$ cat src/rtl/adcrac_defs.svh
`ifndef ADCRAC_DEFS_SVH
`define ADCRAC_DEFS_SVH

// Register pointers, three low bits of the pointer byte
`define ADCRAC_PTR_W          3
`define ADCRAC_PTR_RESULT     3'h0
`define ADCRAC_PTR_STATUS     3'h1
`define ADCRAC_PTR_CONFIG     3'h2
`define ADCRAC_PTR_LOWLIM     3'h3
`define ADCRAC_PTR_HIGHLIM    3'h4
`define ADCRAC_PTR_HYST       3'h5

// Widths
`define ADCRAC_DATA_W         12
`define ADCRAC_REG_W          16

// Reset values
`define ADCRAC_RESULT_RST     12'h000
`define ADCRAC_STATUS_RST     2'h0
`define ADCRAC_CONFIG_RST     8'h00
`define ADCRAC_LOWLIM_RST     12'h000
`define ADCRAC_HIGHLIM_RST    12'hFFF
`define ADCRAC_HYST_RST       12'h000

// Field positions
`define ADCRAC_RES_TAG_BIT    15
`define ADCRAC_ST_OVER_BIT    1
`define ADCRAC_ST_UNDER_BIT   0
`define ADCRAC_CFG_CYCLE_HI   7
`define ADCRAC_CFG_CYCLE_LO   5
`define ADCRAC_CFG_HOLD_BIT   4
`define ADCRAC_CFG_TAG_BIT    3
`define ADCRAC_CFG_PIN_BIT    2
`define ADCRAC_CFG_POL_BIT    0

// Timing: interval is one conversion time times 2**(code+4)
`define ADCRAC_CLK_NS         10
`define ADCRAC_TCONV_NS       1000
`define ADCRAC_CONV_CYCLES    ((`ADCRAC_TCONV_NS + `ADCRAC_CLK_NS - 1) / `ADCRAC_CLK_NS)
`define ADCRAC_SHIFT_BASE     5'h04
`define ADCRAC_CNT_W          24

`endif

$ cat src/rtl/adcrac_pkg.sv
package adcrac_pkg;
    // Conversion handshake states, Gray along the path
    typedef enum logic [1:0] {
        ADCRAC_IDLE = 2'h0,
        ADCRAC_BUSY = 2'h1
    } adcrac_state_t;
endpackage

$ cat src/rtl/adc_result_alert_config_regs.sv
// Notes on behaviour
// - Result is 12-bit binary, bits 14:12 zero
// - Result read-only at pointer 0, resets zero
// - Bit 15 shows alert when tag enabled
// - Over flag sets when sample exceeds upper
// - No hold: over clears below upper minus hysteresis
// - Writing one clears over; only way under hold
// - Under flag sets when sample below lower
// - No hold: under clears above lower plus hysteresis
// - Writing one clears under; only way under hold
// - Status at pointer 1, resets zero, 7:2 zero
// - Config at pointer 2; cycle code 0 disables
// - Codes 1..7 give x32 to x2048 intervals
// - Config bit 4 is the hold bit
// - Config bit 3 enables result alert tag
// - Config bit 2 enables pin, else released
// - Config bit 0 polarity; bit 1 reads zero
// - First write byte loads three-bit pointer
// - Upper limit resets to full scale
`timescale 1ns/100ps
`default_nettype none
`include "adcrac_defs.svh"
module adc_result_alert_config_regs
    import adcrac_pkg::*;
#(
    parameter int CONV_CYCLES = `ADCRAC_CONV_CYCLES
) (
    input  wire logic                      clk,
    input  wire logic                      sys_rst,
    input  wire logic                      ptrWrite,
    input  wire logic                      regWrite,
    input  wire logic [`ADCRAC_REG_W-1:0]  wrData,
    input  wire logic                      resultRead,
    input  wire logic                      convDone,
    input  wire logic [`ADCRAC_DATA_W-1:0] convData,
    output logic [`ADCRAC_REG_W-1:0]       readData,
    output logic                           convStart,
    output logic                           alertPin,
    output logic                           alertOe
);
    logic [`ADCRAC_PTR_W-1:0]  pointer;
    logic [`ADCRAC_DATA_W-1:0] result;
    logic [7:0]                configuration;
    logic [`ADCRAC_DATA_W-1:0] lowLimit;
    logic [`ADCRAC_DATA_W-1:0] highLimit;
    logic [`ADCRAC_DATA_W-1:0] hysteresisValue;
    logic                      overFlag;
    logic                      underFlag;
    logic                      autoTick;
    logic                      evalStrobe;
    logic                      statusWrite;
    logic                      anyAlert;
    logic [`ADCRAC_REG_W-1:0]  next_readData;
    adcrac_state_t             state;

    assign evalStrobe  = convDone && state == ADCRAC_BUSY;
    assign statusWrite = regWrite && pointer == `ADCRAC_PTR_STATUS;
    assign anyAlert    = overFlag || underFlag;

    // Pointer keeps only its three low bits
    always_ff @(posedge clk) begin
        if (sys_rst) begin
            pointer <= `ADCRAC_PTR_RESULT;
        end else if (ptrWrite) begin
            pointer <= wrData[`ADCRAC_PTR_W-1:0];
        end
    end

    // Writable registers; result is not reachable from the bus
    always_ff @(posedge clk) begin
        if (sys_rst) begin
            configuration   <= `ADCRAC_CONFIG_RST;
            lowLimit        <= `ADCRAC_LOWLIM_RST;
            highLimit       <= `ADCRAC_HIGHLIM_RST;
            hysteresisValue <= `ADCRAC_HYST_RST;
        end else if (regWrite) begin
            case (pointer)
                `ADCRAC_PTR_CONFIG: begin
                    configuration <= wrData[7:0] & 8'hFD;
                end
                `ADCRAC_PTR_LOWLIM: begin
                    lowLimit <= wrData[`ADCRAC_DATA_W-1:0];
                end
                `ADCRAC_PTR_HIGHLIM: begin
                    highLimit <= wrData[`ADCRAC_DATA_W-1:0];
                end
                `ADCRAC_PTR_HYST: begin
                    hysteresisValue <= wrData[`ADCRAC_DATA_W-1:0];
                end
                default: begin
                    configuration <= configuration;
                end
            endcase
        end
    end

    // Conversion handshake; a read or an interval tick starts one
    always_ff @(posedge clk) begin
        if (sys_rst) begin
            state     <= ADCRAC_IDLE;
            convStart <= 1'b0;
        end else begin
            convStart <= 1'b0;
            case (state)
                ADCRAC_IDLE: begin
                    if (autoTick || resultRead) begin
                        state     <= ADCRAC_BUSY;
                        convStart <= 1'b1;
                    end
                end
                ADCRAC_BUSY: begin
                    if (convDone) begin
                        state <= ADCRAC_IDLE;
                    end
                end
                default: begin
                    state <= ADCRAC_IDLE;
                end
            endcase
        end
    end

    // Latest conversion; ticks during a busy conversion are dropped
    always_ff @(posedge clk) begin
        if (sys_rst) begin
            result <= `ADCRAC_RESULT_RST;
        end else if (evalStrobe) begin
            result <= convData;
        end
    end

    adcrac_interval #(
        .CONV_CYCLES (CONV_CYCLES)
    ) u_interval (
        .clk     (clk),
        .sys_rst (sys_rst),
        .code    (configuration[`ADCRAC_CFG_CYCLE_HI:`ADCRAC_CFG_CYCLE_LO]),
        .tick    (autoTick)
    );

    adcrac_flag #(
        .OVER (1'b1)
    ) u_over (
        .clk        (clk),
        .sys_rst    (sys_rst),
        .evalStrobe (evalStrobe),
        .sample     (convData),
        .limit      (highLimit),
        .hyst       (hysteresisValue),
        .hold       (configuration[`ADCRAC_CFG_HOLD_BIT]),
        .swClear    (statusWrite && wrData[`ADCRAC_ST_OVER_BIT]),
        .flag       (overFlag)
    );

    adcrac_flag #(
        .OVER (1'b0)
    ) u_under (
        .clk        (clk),
        .sys_rst    (sys_rst),
        .evalStrobe (evalStrobe),
        .sample     (convData),
        .limit      (lowLimit),
        .hyst       (hysteresisValue),
        .hold       (configuration[`ADCRAC_CFG_HOLD_BIT]),
        .swClear    (statusWrite && wrData[`ADCRAC_ST_UNDER_BIT]),
        .flag       (underFlag)
    );

    // Read mux; unused and unmapped bits read zero
    always_comb begin
        next_readData = '0;
        case (pointer)
            `ADCRAC_PTR_RESULT: begin
                next_readData[`ADCRAC_DATA_W-1:0]  = result;
                next_readData[`ADCRAC_RES_TAG_BIT] = configuration[`ADCRAC_CFG_TAG_BIT]
                    && anyAlert;
            end
            `ADCRAC_PTR_STATUS: begin
                next_readData[1:0] = {overFlag, underFlag};
            end
            `ADCRAC_PTR_CONFIG: begin
                next_readData[7:0] = configuration;
            end
            `ADCRAC_PTR_LOWLIM: begin
                next_readData[`ADCRAC_DATA_W-1:0] = lowLimit;
            end
            `ADCRAC_PTR_HIGHLIM: begin
                next_readData[`ADCRAC_DATA_W-1:0] = highLimit;
            end
            `ADCRAC_PTR_HYST: begin
                next_readData[`ADCRAC_DATA_W-1:0] = hysteresisValue;
            end
            default: begin
                next_readData = '0;
            end
        endcase
    end

    // Registered so the serial engine sees a steady word
    always_ff @(posedge clk) begin
        if (sys_rst) begin
            readData <= '0;
        end else begin
            readData <= next_readData;
        end
    end

    // Alert pin level and enable; released pin is left to the pad
    always_ff @(posedge clk) begin
        if (sys_rst) begin
            alertPin <= 1'b1;
            alertOe  <= 1'b0;
        end else begin
            alertPin <= configuration[`ADCRAC_CFG_POL_BIT] ? anyAlert : !anyAlert;
            alertOe  <= configuration[`ADCRAC_CFG_PIN_BIT];
        end
    end
endmodule
`default_nettype wire

$ cat src/rtl/adcrac_flag.sv
`timescale 1ns/100ps
`default_nettype none
`include "adcrac_defs.svh"
module adcrac_flag #(
    parameter bit OVER = 1'b1
) (
    input  wire logic                      clk,
    input  wire logic                      sys_rst,
    input  wire logic                      evalStrobe,
    input  wire logic [`ADCRAC_DATA_W-1:0] sample,
    input  wire logic [`ADCRAC_DATA_W-1:0] limit,
    input  wire logic [`ADCRAC_DATA_W-1:0] hyst,
    input  wire logic                      hold,
    input  wire logic                      swClear,
    output logic                           flag
);
    logic [`ADCRAC_DATA_W:0] sampleExt;
    logic [`ADCRAC_DATA_W:0] limitExt;
    logic [`ADCRAC_DATA_W:0] hystExt;
    logic                    setCond;
    logic                    clrCond;

    // One spare bit so sample or limit plus hysteresis never wraps
    assign sampleExt = {1'b0, sample};
    assign limitExt  = {1'b0, limit};
    assign hystExt   = {1'b0, hyst};
    assign setCond   = OVER ? (sample > limit) : (sample < limit);
    assign clrCond   = OVER ? ((sampleExt + hystExt) < limitExt) : (sampleExt > (limitExt + hystExt));

    // Set beats any clear arriving in the same cycle
    always_ff @(posedge clk) begin
        if (sys_rst) begin
            flag <= 1'b0;
        end else if (evalStrobe && setCond) begin
            flag <= 1'b1;
        end else if (swClear) begin
            flag <= 1'b0;
        end else if (evalStrobe && !hold && clrCond) begin
            flag <= 1'b0;
        end
    end
endmodule
`default_nettype wire

$ cat src/rtl/adcrac_interval.sv
`timescale 1ns/100ps
`default_nettype none
`include "adcrac_defs.svh"
module adcrac_interval #(
    parameter int CONV_CYCLES = `ADCRAC_CONV_CYCLES
) (
    input  wire logic       clk,
    input  wire logic       sys_rst,
    input  wire logic [2:0] code,
    output logic            tick
);
    logic [`ADCRAC_CNT_W-1:0] period;
    logic [`ADCRAC_CNT_W-1:0] count;
    logic [4:0]               shiftAmt;

    // Code 1 gives x32, each step doubles up to x2048
    assign shiftAmt = 5'(code) + `ADCRAC_SHIFT_BASE;
    assign period   = `ADCRAC_CNT_W'(CONV_CYCLES) << shiftAmt;

    // Free-running interval; code 0 parks the counter
    always_ff @(posedge clk) begin
        if (sys_rst || code == 3'h0) begin
            count <= '0;
            tick  <= 1'b0;
        end else if (count >= period - `ADCRAC_CNT_W'(1)) begin
            count <= '0;
            tick  <= 1'b1;
        end else begin
            count <= count + `ADCRAC_CNT_W'(1);
            tick  <= 1'b0;
        end
    end
endmodule
`default_nettype wire

$ cat config.mk
export PLATFORM = sky130hd
export DESIGN_NAME = adc_result_alert_config_regs
export DESIGN_NICKNAME = d
export VERILOG_FILES = /design/src/rtl/adcrac_pkg.sv /design/src/rtl/adc_result_alert_config_regs.sv /design/src/rtl/adcrac_flag.sv /design/src/rtl/adcrac_interval.sv
export VERILOG_INCLUDE_DIRS = /design/src /design/src/rtl
export SDC_FILE = /design/constraint.sdc
export NUM_CORES = 1
export LEC_CHECK = 0
export BUFFER_PORTS_ARGS = -buffer_cell sky130_fd_sc_hd__buf_4
export CORE_MARGIN = 1.5
export CORE_UTILIZATION = 60
export DETAILED_ROUTE_END_ITERATION = 16
export GPL_ROUTABILITY_DRIVEN = 1
export PLACE_DENSITY_LB_ADDON = 0.08
export SYNTH_ARGS = -nofsm -noshare
export SYNTH_HDL_FRONTEND = slang
export SYNTH_SLANG_ARGS = --single-unit
$ cat constraint.sdc
create_clock -name clk -period 4 [get_ports clk]
set_clock_uncertainty 0.2 [all_clocks]
set_input_delay 0.8 -clock clk [delete_from_list [all_inputs] [get_ports clk]]
set_output_delay 0.8 -clock clk [all_outputs]
set_load 0.1 [all_outputs]
Yosys cells after proc, flatten, opt, wreduce, memory -nomap -nowiden. Cells that the tools add are included.

Flip-flop bits (word level): 106. Input bits: 34. Word-level logic and storage cells: 81.

$add $sub $neg: 5. Magnitude comparators: 5. Equal/unequal tests: 8. Shifts and indexed selects: 1. Muxes and demuxes: 15. Bitwise logic cells: 2. Reductions and logical operators: 28.

Operator list (count): one-hot mux 6 bit (5 select lines) (1); adder 12 x 12 -> 13 bit (2); adder 24 x 1 -> 24 bit, second input constant (1); greater-or-equal comparator 24 bit (1); left shift 7 x 5 -> 24 bit, first input constant (1); subtractor 24 x 1 -> 24 bit, second input constant (1); one-hot mux 4 bit (4 select lines) (1); greater-than comparator 12 x 13 -> 1 bit (1); less-than comparator 13 x 12 -> 1 bit (1); greater-than comparator 12 bit (1); less-than comparator 12 bit (1); one-hot mux 2 bit (6 select lines) (1); logical AND 1 bit (10); AND reduction 2 bit (5); two-way mux 1 bit (9); equality test 3 x 2 -> 1 bit, second input constant (2); equality test 3 bit, second input constant (2); logical NOT 3 bit (2); nonzero test 3 bit (2); OR reduction 2 bit (3); adder 3 x 3 -> 4 bit, second input constant (1); two-way mux 2 bit (2); inequality test 2 bit, second input constant (2); one-hot mux 2 bit (2 select lines) (1); 6 further kinds (10).

Longest topological paths before layout. Gate-level depths: netlist of the first run.

Depth after elaboration: 7. Mapped depth: 18. Depth with buffers taken out: 16.

Hierarchy. A second synthesis of the first run with hierarchy kept.

Cells, all modules: 836. Area, all modules: 7088.0 µm².

Modules (own cells, without submodules): adc_result_alert_config_regs (instances 1, cells an instance 349, area each 3131.8 µm², sequential area each 1501.4 µm²); adcrac_interval (instances 1, cells an instance 196, area each 1700.4 µm², sequential area each 500.5 µm²); adcrac_flag at u_under (instances 1, cells an instance 140, area each 1133.6 µm², sequential area each 20.0 µm²); adcrac_flag at u_over (instances 1, cells an instance 151, area each 1122.3 µm², sequential area each 20.0 µm²).

Worst setup path after synthesis of the first run. Ideal clock, no wire load.

Path type: reg2reg. From: register configuration[6]. To: register u_interval.count[15]. Library setup time: 64 ps. Data arrival time: 3364 ps. Path slack: 372 ps. Stages on the path, launching flop included: 19. Path buffers: 4. Clock period less this slack: 3628 ps. Cells stage by stage: dfxtp_1 -> clkbuf_1 -> inv_1 -> ha_1 -> clkbuf_1 -> nor3_1 -> nand4_1 -> o311a_1 -> a21oi_1 -> a311o_1 -> ha_1 -> a21oi_1 -> o21ai_0 -> a2bb2oi_1 -> a31oi_1 -> or3_1 -> buf_6 -> buf_6 -> nor2_1.

Cells in the longest elaborated chain, start to end: 5. Elaborated cells between the ends (all ways): 7. Those cells by class: add/sub: 2; order compare: 1; shift: 1; reduce/logical: 3.

RTL lines: start: declaration (RTL line adc_result_alert_config_regs.sv:43) `logic [7:0] configuration;`; start signal: assignment (RTL line adc_result_alert_config_regs.sv:72) `` configuration <= `ADCRAC_CONFIG_RST; ``; start signal: assignment (RTL line adc_result_alert_config_regs.sv:79) `configuration <= wrData[7:0] & 8'hFD;`; start signal: assignment (RTL line adc_result_alert_config_regs.sv:91) `configuration <= configuration;`; adder 3 x 3 -> 4 bit (no line); left shift 7 x 5 -> 24 bit (no line); subtractor 24 x 1 -> 24 bit (RTL line adcrac_interval.sv:25) `` end else if (count >= period - `ADCRAC_CNT_W'(1)) begin ``; greater-or-equal comparator 24 bit (RTL line adcrac_interval.sv:25); OR reduction 2 bit (no line) (*); end signal: assignment (RTL line adcrac_interval.sv:29) `` count <= count + `ADCRAC_CNT_W'(1); ``; end: declaration (RTL line adcrac_interval.sv:13) `` logic [`ADCRAC_CNT_W-1:0] count; ``.

Mark *: on every way between the ends. The rest lies on a longest branch, timed or not. A chain may end at the register's enable or synchronous reset.

Worst setup path after layout of the first run.
From: register lowLimit[1]. To: register u_under.flag.

Cells in the longest elaborated chain, start to end: 4. Elaborated cells between the ends (all ways): 7. Those cells by class: add/sub: 1; order compare: 2; mux: 1; reduce/logical: 3.

RTL lines: start: declaration (RTL line adc_result_alert_config_regs.sv:44) `` logic [`ADCRAC_DATA_W-1:0] lowLimit; ``; start signal: assignment (RTL line adc_result_alert_config_regs.sv:73) `` lowLimit <= `ADCRAC_LOWLIM_RST; ``; start signal: assignment (RTL line adc_result_alert_config_regs.sv:82) `` lowLimit <= wrData[`ADCRAC_DATA_W-1:0]; ``; adder 12 x 12 -> 13 bit (RTL line adcrac_flag.sv:28) `assign clrCond = OVER ? ((sampleExt + hystExt) < limitExt) : (sampleExt > (limitExt + hystExt));`; greater-than comparator 12 x 13 -> 1 bit (RTL line adcrac_flag.sv:28); logical AND 1 bit (RTL line adcrac_flag.sv:38) `end else if (evalStrobe && !hold && clrCond) begin`; nonzero test 3 bit (no line); end signal: assignment (RTL line adcrac_flag.sv:33) `flag <= 1'b0;`; end signal: assignment (RTL line adcrac_flag.sv:37) `flag <= 1'b0;`; end signal: assignment (RTL line adcrac_flag.sv:39) `flag <= 1'b0;`; end: declaration (RTL line adcrac_flag.sv:15) `output logic flag`.

Parallel ways exist; a longest one is shown, timed or not.

==> results.md, run 1 <==
Power and ir drop:
- The leakage power figure is 0.00337 µW.
- Dividing total power by cell area gives a power density of 308 nW/µm².
- The worst-case IR drop observed on VDD is 395 µV.

Critical path:
- The worst setup path is launched from a register.
- For the worst setup path, the data required time is 4.03 ns.
- At the worst endpoint, the arrival time is 3.69 ns.
- The endpoint kind of the worst setup timing path is a register.
- Among all stages on the critical path, the largest delay is contributed by a2111oi_2.
- Walking the worst path, the cells encountered are ha_1, a21o_1, a21o_1, a2111oi_2, o31ai_1, o41ai_2, xor2_1, ha_1, and3_1, nand2_1, o21ai_0, a21oi_1, a311oi_1, o21ai_0.
- Counting buffers and inverters, the worst setup path is 14 cells deep.
- The startpoint of the worst register-to-register path is lowLimit[1].
- In this design, the stage delay of the slowest critical-path cell is 0.44 ns.
- The worst setup path is of the register to register kind.
- The maximum net fanout on the critical path is 4.
- The number of cells on the worst reg-to-reg path is 14.
- The family of cells with the greatest summed delay on the critical path is compound AO/OA/AOI/OAI gates.
- The most critical setup path has its startpoint at lowLimit[1].
- Counting both buffers and inverters, the worst setup path holds a total of 0.
- Setup slack on the worst reg-to-reg path comes out at 0.34 ns.
- The endpoint of the worst-slack reg-to-reg timing path is u_under.flag.

Final layout:
- The net total in the final layout is 1064.
- The share of layout cells above drive strength 1 is 0.0910.
- The antenna cell count is 0.
- The combined area of the multi-input logic cells is 4770 µm².
- The count of fill cells added during filler insertion is 979.
- The area occupied by registers is 2040 µm².
- The area growth from synthesis to layout is 10.7%.
- The final instance area is 7880 µm².

Floorplan:
- The starting utilization of the core area is 0.618.
- The floorplan has 39 rows.
- During I/O placement, the number of pins put on the boundary was 53.
- The vertical die dimension is 112 µm.
- The region available for standard cell placement spans 11500 µm².
- From left edge to right edge, the die measures 112 µm.
- The die area is 12500 µm².

Placement:
- The count of buffers added on input and output ports is 45.
- Summing all placed instances gives a cell area of 7550 µm².
- Detailed placement ended at an HPWL of 14500 µm.
- At the end of routability-driven placement, the weighted congestion stood at 0.913.

Synthesis:
- Counting instances in the post-synthesis netlist gives the leading cell types as 134 x nand2_1, 102 x dfxtp_1, 99 x ha_1, 96 x nor2_1, 78 x a21oi_1.
- The top-area cell type share of the netlist area is 0.287.
- The synthesized design contains 0 enable-type register cells.
- The number of library cell types mapped by synthesis is 66.
- The simple-gate share of the synthesized area is 0.223.
- For this run, the register share of the synthesized area comes to 0.287.
- The combinational family with the most area after synthesis is simple AND/OR/NAND/NOR gates.
- Of the post-synthesis cell area, the part taken by muxes is 0.0243.
- Sorting the synthesized cells by area gives the leading types as dfxtp_1 29%, ha_1 17%, nand2_1 7.1%, a21oi_1 5.5%, nor2_1 5.1%.
- The mean area per synthesized cell is 7.94 µm².
- In the synthesized netlist the async set-or-reset flop fraction comes to 0.
- Of the total synthesized cell area, the portion taken by full adders, half adders and majority gates is 0.180.
- The area fraction in compound gates after synthesis is 0.179.
- In this run the cell area of the synthesized design comes to 7120 µm².
- Of all cell types, the one taking the most synthesized area is dfxtp_1.
- The flip-flop cell with the highest count after synthesis is dfxtp_1.
- After technology mapping, the gate count stands at 896.
- The post-synthesis register bit count is 102.
- Of the total synthesized cell area, the portion taken by XOR and XNOR cells is 0.0578.
- The most repeated cell in the gate-level netlist after synthesis is nand2_1.
- The total of warnings raised by yosys is 0.

GRT:
- Entering global routing, the biggest net connects 79 pins.
- The wire length of the first global-routing pass is 31200 µm.
- The total routing usage reported by global routing is 0.311.
- The number of global-route vias before repair is 6483.
- After global routing the overflow that remains totals 0.
- The initial antenna violation count is 0.

Clock network:
- TritonCTS built the clock tree.
- The register clock-pin slew on the reported worst setup and hold paths is 0.08 ns.
- The worst-case clock buffer depth is 2.
- The post-cts hold buffer count is 0.
- The clock tree synthesis step divided the H-tree into 3 levels.
- After clock tree synthesis, the setup repair step added 0 buffers.
- The master cell of the clock root buffer is clkbuf_16.
- The insertion delay to the later sink of the worst-skew pair is 0.35 ns.
- Post-CTS repair changed the size of 0 cells.
- The CTS sink count is 102.
- The CTS buffer count is 9.

Route:
- The vias after detailed routing is 6561.
- The detailed-router iteration count before antenna repair is 11.
- Using the TritonRoute via totals, the vias-per-cell ratio works out to 6.09.
- The DRC violation total after the first TritonRoute iteration is 439.
- Summed over all layers, the routed wires come to 18900 µm.
- After detailed routing, the average wire length per cell comes to 17.6 µm.
- The DRC violation count after routing is 4.
- The detail route stage leaves a number of antenna-violating nets equal to 0.

Hold path:
- Counting instances, the worst hold path has a depth of 1.
- The end point of the worst hold path is u_interval.count[0].
- The worst hold path belongs to the class register to register.
- The startpoint of the lowest-slack hold path is u_interval.count[0].

STA:
- The final hold violation count is 0.
- At the pin with the least slew margin, the transition time is 0.951 ns.
- Headroom to the max-slew limit came out at 0.365.
- Derived from the worst setup path, the maximum achievable clock frequency is 273 MHz.
- The clock period minus worst slack is 3.66 ns.
- Summed over all failing endpoints, the final setup total negative slack is 0 ns.
- Setup repair after global routing left no endpoint under its margin.
- In the finished design, the share of the clock period the worst path needs comes to 0.916.
- Setup violations remaining at the end of the flow were counted as 0.
- The final max-slew violation count is 0.

Flow run:
- The total of max-cap violations is 0.

Run status:
- The flow ran to the end, but the final reports show violations.
- The checks that failed: design-rule violations.
metal layers:
| metal | track usage | vias to the layer above | part of all wire |
|---|---|---|---|
| met5 | 0 | - | 0 |
| met2 | 0.535 | 215 | 0.47 |
| li1 | - | 3202 | - |
| met3 | 0.0659 | 58 | 0.063 |
| met1 | 0.369 | 3086 | 0.42 |
| met4 | 0.154 | 0 | 0.044 |
kinds of logic (layout without fill, tap and decap cells):
family / Yosys count / count (layout)
flops: 102 / 102
simple gates: 347 / 347
mux: 17 / 17
other cells: 2 / 11
xor+xnor: 47 / 47
fa+ha+maj: 101 / 101
buf+inv: 82 / 111
compound gates: 198 / 198
how the worst max path moves through the flow:
stage / to / slack, ns
2_1_floorplan: u_interval.count[15] / 0.37
3_3_place_gp: u_over.flag / 0.14
3_5_place_dp: u_over.flag / 0.08
4_1_cts: u_interval.count[17] / 0.22
5_1_grt: u_under.flag / 0.08
6_report: u_under.flag / 0.34
layout make-up:
class | instances | area share
multi-input combinational | 721 | 0.606
timing repair buffer | 55 | 0.0524
tap | 143 | 0.0227
inverter | 40 | 0.0191
clock buffer | 9 | 0.0286
sequential | 102 | 0.259
clock inverter | 7 | 0.0124
cell usage in the layout (no fill, tap or decap), types with 3 or more instances in the layout:
cell	Yosys	layout
nor2_1	96	96
a22oi_1	8	8
mux2i_1	15	15
and3_1	11	11
or2_2	3	3
o2111ai_1	4	4
o31ai_1	3	3
a211oi_1	7	7
inv_8	0	3
or3_1	5	5
ha_1	99	99
nand3_1	23	23
nor2b_1	10	10
nand4_1	14	14
a21o_1	16	16
a21oi_1	78	78
nand3b_1	15	15
xor2_1	14	14
dfxtp_1	102	102
a31oi_1	5	5
o211ai_1	3	3
clkbuf_16	0	9
nor3_1	16	15
inv_1	40	40
nor4_1	3	3
nand2_1	134	134
o21a_1	9	9
o21ai_0	32	32
nand2b_1	6	6
conb_1	2	11
xnor2_1	33	33
buf_4	3	55
a221oi_1	4	4
o22ai_1	3	3
state kept, by name, summed over array words and instances (netlist names):
| name | flops |
|---|---|
| convStart | 1 |
| configuration | 7 |
| highLimit | 12 |
| lowLimit | 12 |
| hysteresisValue | 12 |
| u_interval.count | 24 |
| alertPin | 1 |
| u_under.flag | 1 |
| pointer | 3 |
| u_over.flag | 1 |
| readData | 13 |
| state | 1 |
| u_interval.tick | 1 |
| alertOe | 1 |
| result | 12 |
through the flow:
step           hold slack [ns]  power (µW)  utilization  instances  setup slack, ns
6_report                 0.259        2430        0.684       1077            0.338
5_1_grt                  0.285        2520        0.684       1077           0.0766
4_1_cts                  0.263        2430        0.684       1077            0.225
3_5_place_dp             0.249        1500        0.655       1061           0.0827
3_3_place_gp             0.241        1490        0.655       1061            0.143
2_1_floorplan            0.230        1370            -        905            0.372
power breakdown:
group	total, µW	internal (µW)	leakage (µW)	switching [µW]
logic	421	140	0.00239	280
clock network	944	508	0.000159	436
registers	1060	1040	0.000827	20.5
worst reg2reg max path, cell delays in order (launching register included):
cell	delay, ns
dfxtp_1	0.35
ha_1	0.32
a21o_1	0.19
a21o_1	0.22
a2111oi_2	0.44
o31ai_1	0.19
o41ai_2	0.30
xor2_1	0.12
ha_1	0.30
and3_1	0.23
nand2_1	0.07
o21ai_0	0.19
a21oi_1	0.07
a311oi_1	0.24
o21ai_0	0.11
Note: power is estimated with default switching activity, not from simulation.
==> inputs of run 2 (changes only) <==
==> constraint.sdc (replaced) <==
create_clock -name clk -period 4.2 [get_ports clk]
set_clock_uncertainty 0.2 [all_clocks]
set_input_delay 0.84 -clock clk [delete_from_list [all_inputs] [get_ports clk]]
set_output_delay 0.84 -clock clk [all_outputs]
set_load 0.1 [all_outputs]
==> run 2 against run 1 <==
Effect of this change: the flow still finishes with violations (design-rule violations); total power is 9.0% lower; final cell count is 0.19% lower; count of clock-buffer cells in the layout stayed put; highest routed layer unchanged; clock power is 15% lower; core utilization is 0.53 points lower; fmax is 7.2% lower; setup slack worse by 0.086 ns; largest power group unchanged.
==> results.md, run 2 (synthesized netlist as in run 1, its figures left out) <==
GRT:
- The number of global-route vias before repair was 6386 (was 6483).
- The wire length of the first global-routing pass is 31300 µm (was 31200 µm).
- The largest net degree at the start of global routing is 79 (unchanged).
- The initial antenna violation count came to 0 (unchanged).
- The total overflow reported by the global router was 0 (unchanged).
- The total routing usage reported by global routing is 0.314 (was 0.311).

Critical path:
- The capture point of the worst path was u_interval.count[13] (was u_under.flag).
- The startpoint of the worst register-to-register path is configuration[5] (was lowLimit[1]).
- The instance count on the critical path is 13 (was 14).
- The maximum net fanout on the critical path is 24 (was 4).
- The cell that appears most often on the critical path is ha_1.
- The count of buffer and inverter cells on the critical path came to 2 (was 0).
- The critical path's largest stage delay came to 0.53 ns (was 0.44 ns).
- The required arrival time at the worst endpoint is 4.24 ns (was 4.03 ns).
- The depth of the most critical reg-to-reg path is 13 (was 14).
- The type of element launching the critical path is a register (unchanged).
- The launch point of the critical path was configuration[5] (was lowLimit[1]).
- The family of cells with the greatest summed delay on the critical path is simple AND/OR/NAND/NOR gates (was compound AO/OA/AOI/OAI gates).
- The register-to-register setup slack is 0.25 ns (was 0.34 ns).
- The data arrival time of the worst path is 3.99 ns (was 3.69 ns).
- Worst-path cell chain: inv_1, ha_1, nor3_1, a21boi_0, a311o_1, ha_1, nand4_1, nor4_1, o21ai_0, a31oi_1, or3_1, buf_4, nor2_1 (was ha_1, a21o_1, a21o_1, a2111oi_2, o31ai_1, o41ai_2, xor2_1, ha_1, and3_1, nand2_1, o21ai_0, a21oi_1, a311oi_1, o21ai_0).
- The start-to-end type of the worst setup path is register to register (unchanged).
- The slowest stage cell on the critical path is nor3_1 (was a2111oi_2).
- The endpoint of the worst-slack reg-to-reg timing path is u_interval.count[13] (was u_under.flag).
- The endpoint kind of the worst setup timing path is a register (unchanged).

STA:
- The achievable clock frequency is 253 MHz (was 273 MHz).
- The final worst-path setup slack is 0.252 ns (was 0.338 ns).
- Unrepaired setup endpoints after global routing: no (unchanged).
- The final max-slew violation count is 0 (unchanged).
- The share of the clock period used by the worst path was 0.940 (was 0.916).
- The number of setup violations in the final report is 0 (unchanged).
- The final sum of negative setup slack was 0 ns (unchanged).
- The final hold violation count is 0 (unchanged).
- The clock period minus worst slack came to 3.95 ns (was 3.66 ns).
- The transition time at the pin with the least slew margin is 0.991 ns (was 0.951 ns).
- The worst-case headroom to the max-slew limit is 0.338 (was 0.365).

Power and ir drop:
- The maximum vdd drop came to 293 µV (was 395 µV).
- The net switching power of the design is 676 µW (was 737 µW).
- The leakage power figure is 0.00333 µW (was 0.00337 µW).
- The sequential share of power is 0.458 (was 0.438).
- The switching fraction of total power came to 0.306 (was 0.304).
- The overall power consumption is 2210 µW (was 2430 µW).
- The combinational share of power was 0.180 (was 0.173).
- The internal cell power is 1530 µW (was 1690 µW).
- The power density relative to cell area was 283 nW/µm² (was 308 nW/µm²).
- The clock network fraction of total power was 0.361 (was 0.389).

Final layout:
- The net total in the final layout is 1062 (was 1064).
- The flip-flop count of the largest register after layout was 24 (unchanged).
- The final instance area is 7820 µm² (was 7880 µm²).
- Most frequent cells in the layout: 134 x nand2_1, 102 x dfxtp_1, 99 x ha_1 (unchanged).
- The register with the most flip-flops is u_interval.count (unchanged).
- Registers with the highest flip-flop counts: u_interval.count: 24 flops, readData: 13 flops (unchanged).
- The area growth from synthesis to layout came to 9.81% (was 10.7%).
- The share of layout cells above drive strength 1 is 0.0880 (was 0.0910).
- The non-filler instance count after layout was 1075 (was 1077).
- The most common cell after layout, fill and taps aside is nand2_1 (unchanged).
- The antenna cell count is 0 (unchanged).

Floorplan:
- The floorplan row count is 39 (unchanged).
- The die area is 12500 µm² (unchanged).
- The width of the die is 112 µm (unchanged).
- The vertical die dimension is 112 µm (unchanged).
- The area of the core came to 11500 µm² (unchanged).
- The number of primary I/O pins is 53 (unchanged).
- The starting utilization of the core area is 0.618 (unchanged).

Route:
- The DRC violation count after routing was 4 (unchanged).
- The vias after detailed routing is 6562 (was 6561).
- The routed wirelength normalized by instance count was 17.7 µm (was 17.6 µm).
- The total routed wirelength is 19000 µm (was 18900 µm).
- The DRC violation total after the first TritonRoute iteration is 444 (was 439).
- The detailed-router iteration count before antenna repair is 11 (unchanged).
- The residual antenna-violating net count after detailed routing came to 0 (unchanged).
- The detail-routed via count per cell was 6.10 (was 6.09).

Run status:
- Violations in the final reports: design-rule violations (unchanged).
- Status: complete, but fails checks (unchanged).

Clock network:
- The CTS sink count is 102 (unchanged).
- The insertion delay to the later sink of the worst-skew pair was 0.36 ns (was 0.35 ns).
- The post-cts hold buffer count is 0 (unchanged).
- The CTS buffer count is 9 (unchanged).
- The buffer count from post-CTS setup fixing was 0 (unchanged).
- The maximum level of the CTS H-tree is 3 (unchanged).
- The CTS tree is built (unchanged).
- The register clock-pin slew on the reported worst setup and hold paths came to 0.07 ns (was 0.08 ns).
- The master cell of the clock root buffer was clkbuf_16 (unchanged).
- The worst-case clock buffer depth is 2 (unchanged).
- The number of instances resized during post-cts repair was 0 (unchanged).

Placement:
- The placed wire-length estimate is 14400 µm (was 14500 µm).
- The instance count after placement with tap cells included is 1059 (was 1061).
- The port buffer count is 45 (unchanged).
- The worst slack at placement was 0.212 ns (was 0.0827 ns).
- The post-placement cell area came to 7530 µm² (was 7550 µm²).
- The global placement routability congestion came to 0.918 (was 0.913).

Flow run:
- The total of max-cap violations is 0 (unchanged).

Hold path:
- The kind of path behind the tightest hold check is register to register (unchanged).
run 2: worst min path at each step:
stage | startpoint | endpoint | depth (start not counted)
after floorplan | u_interval.count[0] | u_interval.count[0] | 1
after global placement | u_interval.count[0] | u_interval.count[0] | 1
after detailed placement | result[4] | result[4] | 2
after CTS | result[4] | result[4] | 2
after global routing | result[10] | result[10] | 2
final | u_interval.count[0] | u_interval.count[0] | 1
run 2: power by group through the flow:
stage | combinational [µW] | sequential, µW | clock, µW
6_report | 398 | 1010 | 798
5_1_grt | 432 | 1010 | 851
4_1_cts | 392 | 1010 | 808
3_5_place_dp | 390 | 1030 | 0
3_3_place_gp | 380 | 1030 | 0
2_1_floorplan | 214 | 1090 | 0
run 2: through the flow:
step                hold slack [ns]  utilization
finish                        0.258        0.679
detailed placement            0.247        0.654
global placement              0.242        0.654
global route                  0.288        0.679
CTS                           0.256        0.679
floorplan                     0.230            -
run 2: cell type report:
cell class              instances  area (µm²)
multi-input cells             721        4760
fillers                       990        3700
flip-flops and latches        102        2040
repair buffers                 53         398
clock buffers                   9         225
well taps                     143         179
inverters                      40         150
clock inverters                 7        56.3
run 2: metal layers:
metal,up-vias,wire length [µm],track usage
met3,48,1290,0.0566
met4,0,707,0.158
met1,3076,7940,0.388
met5,-,0,0
li1,3199,-,-
met2,239,9070,0.526
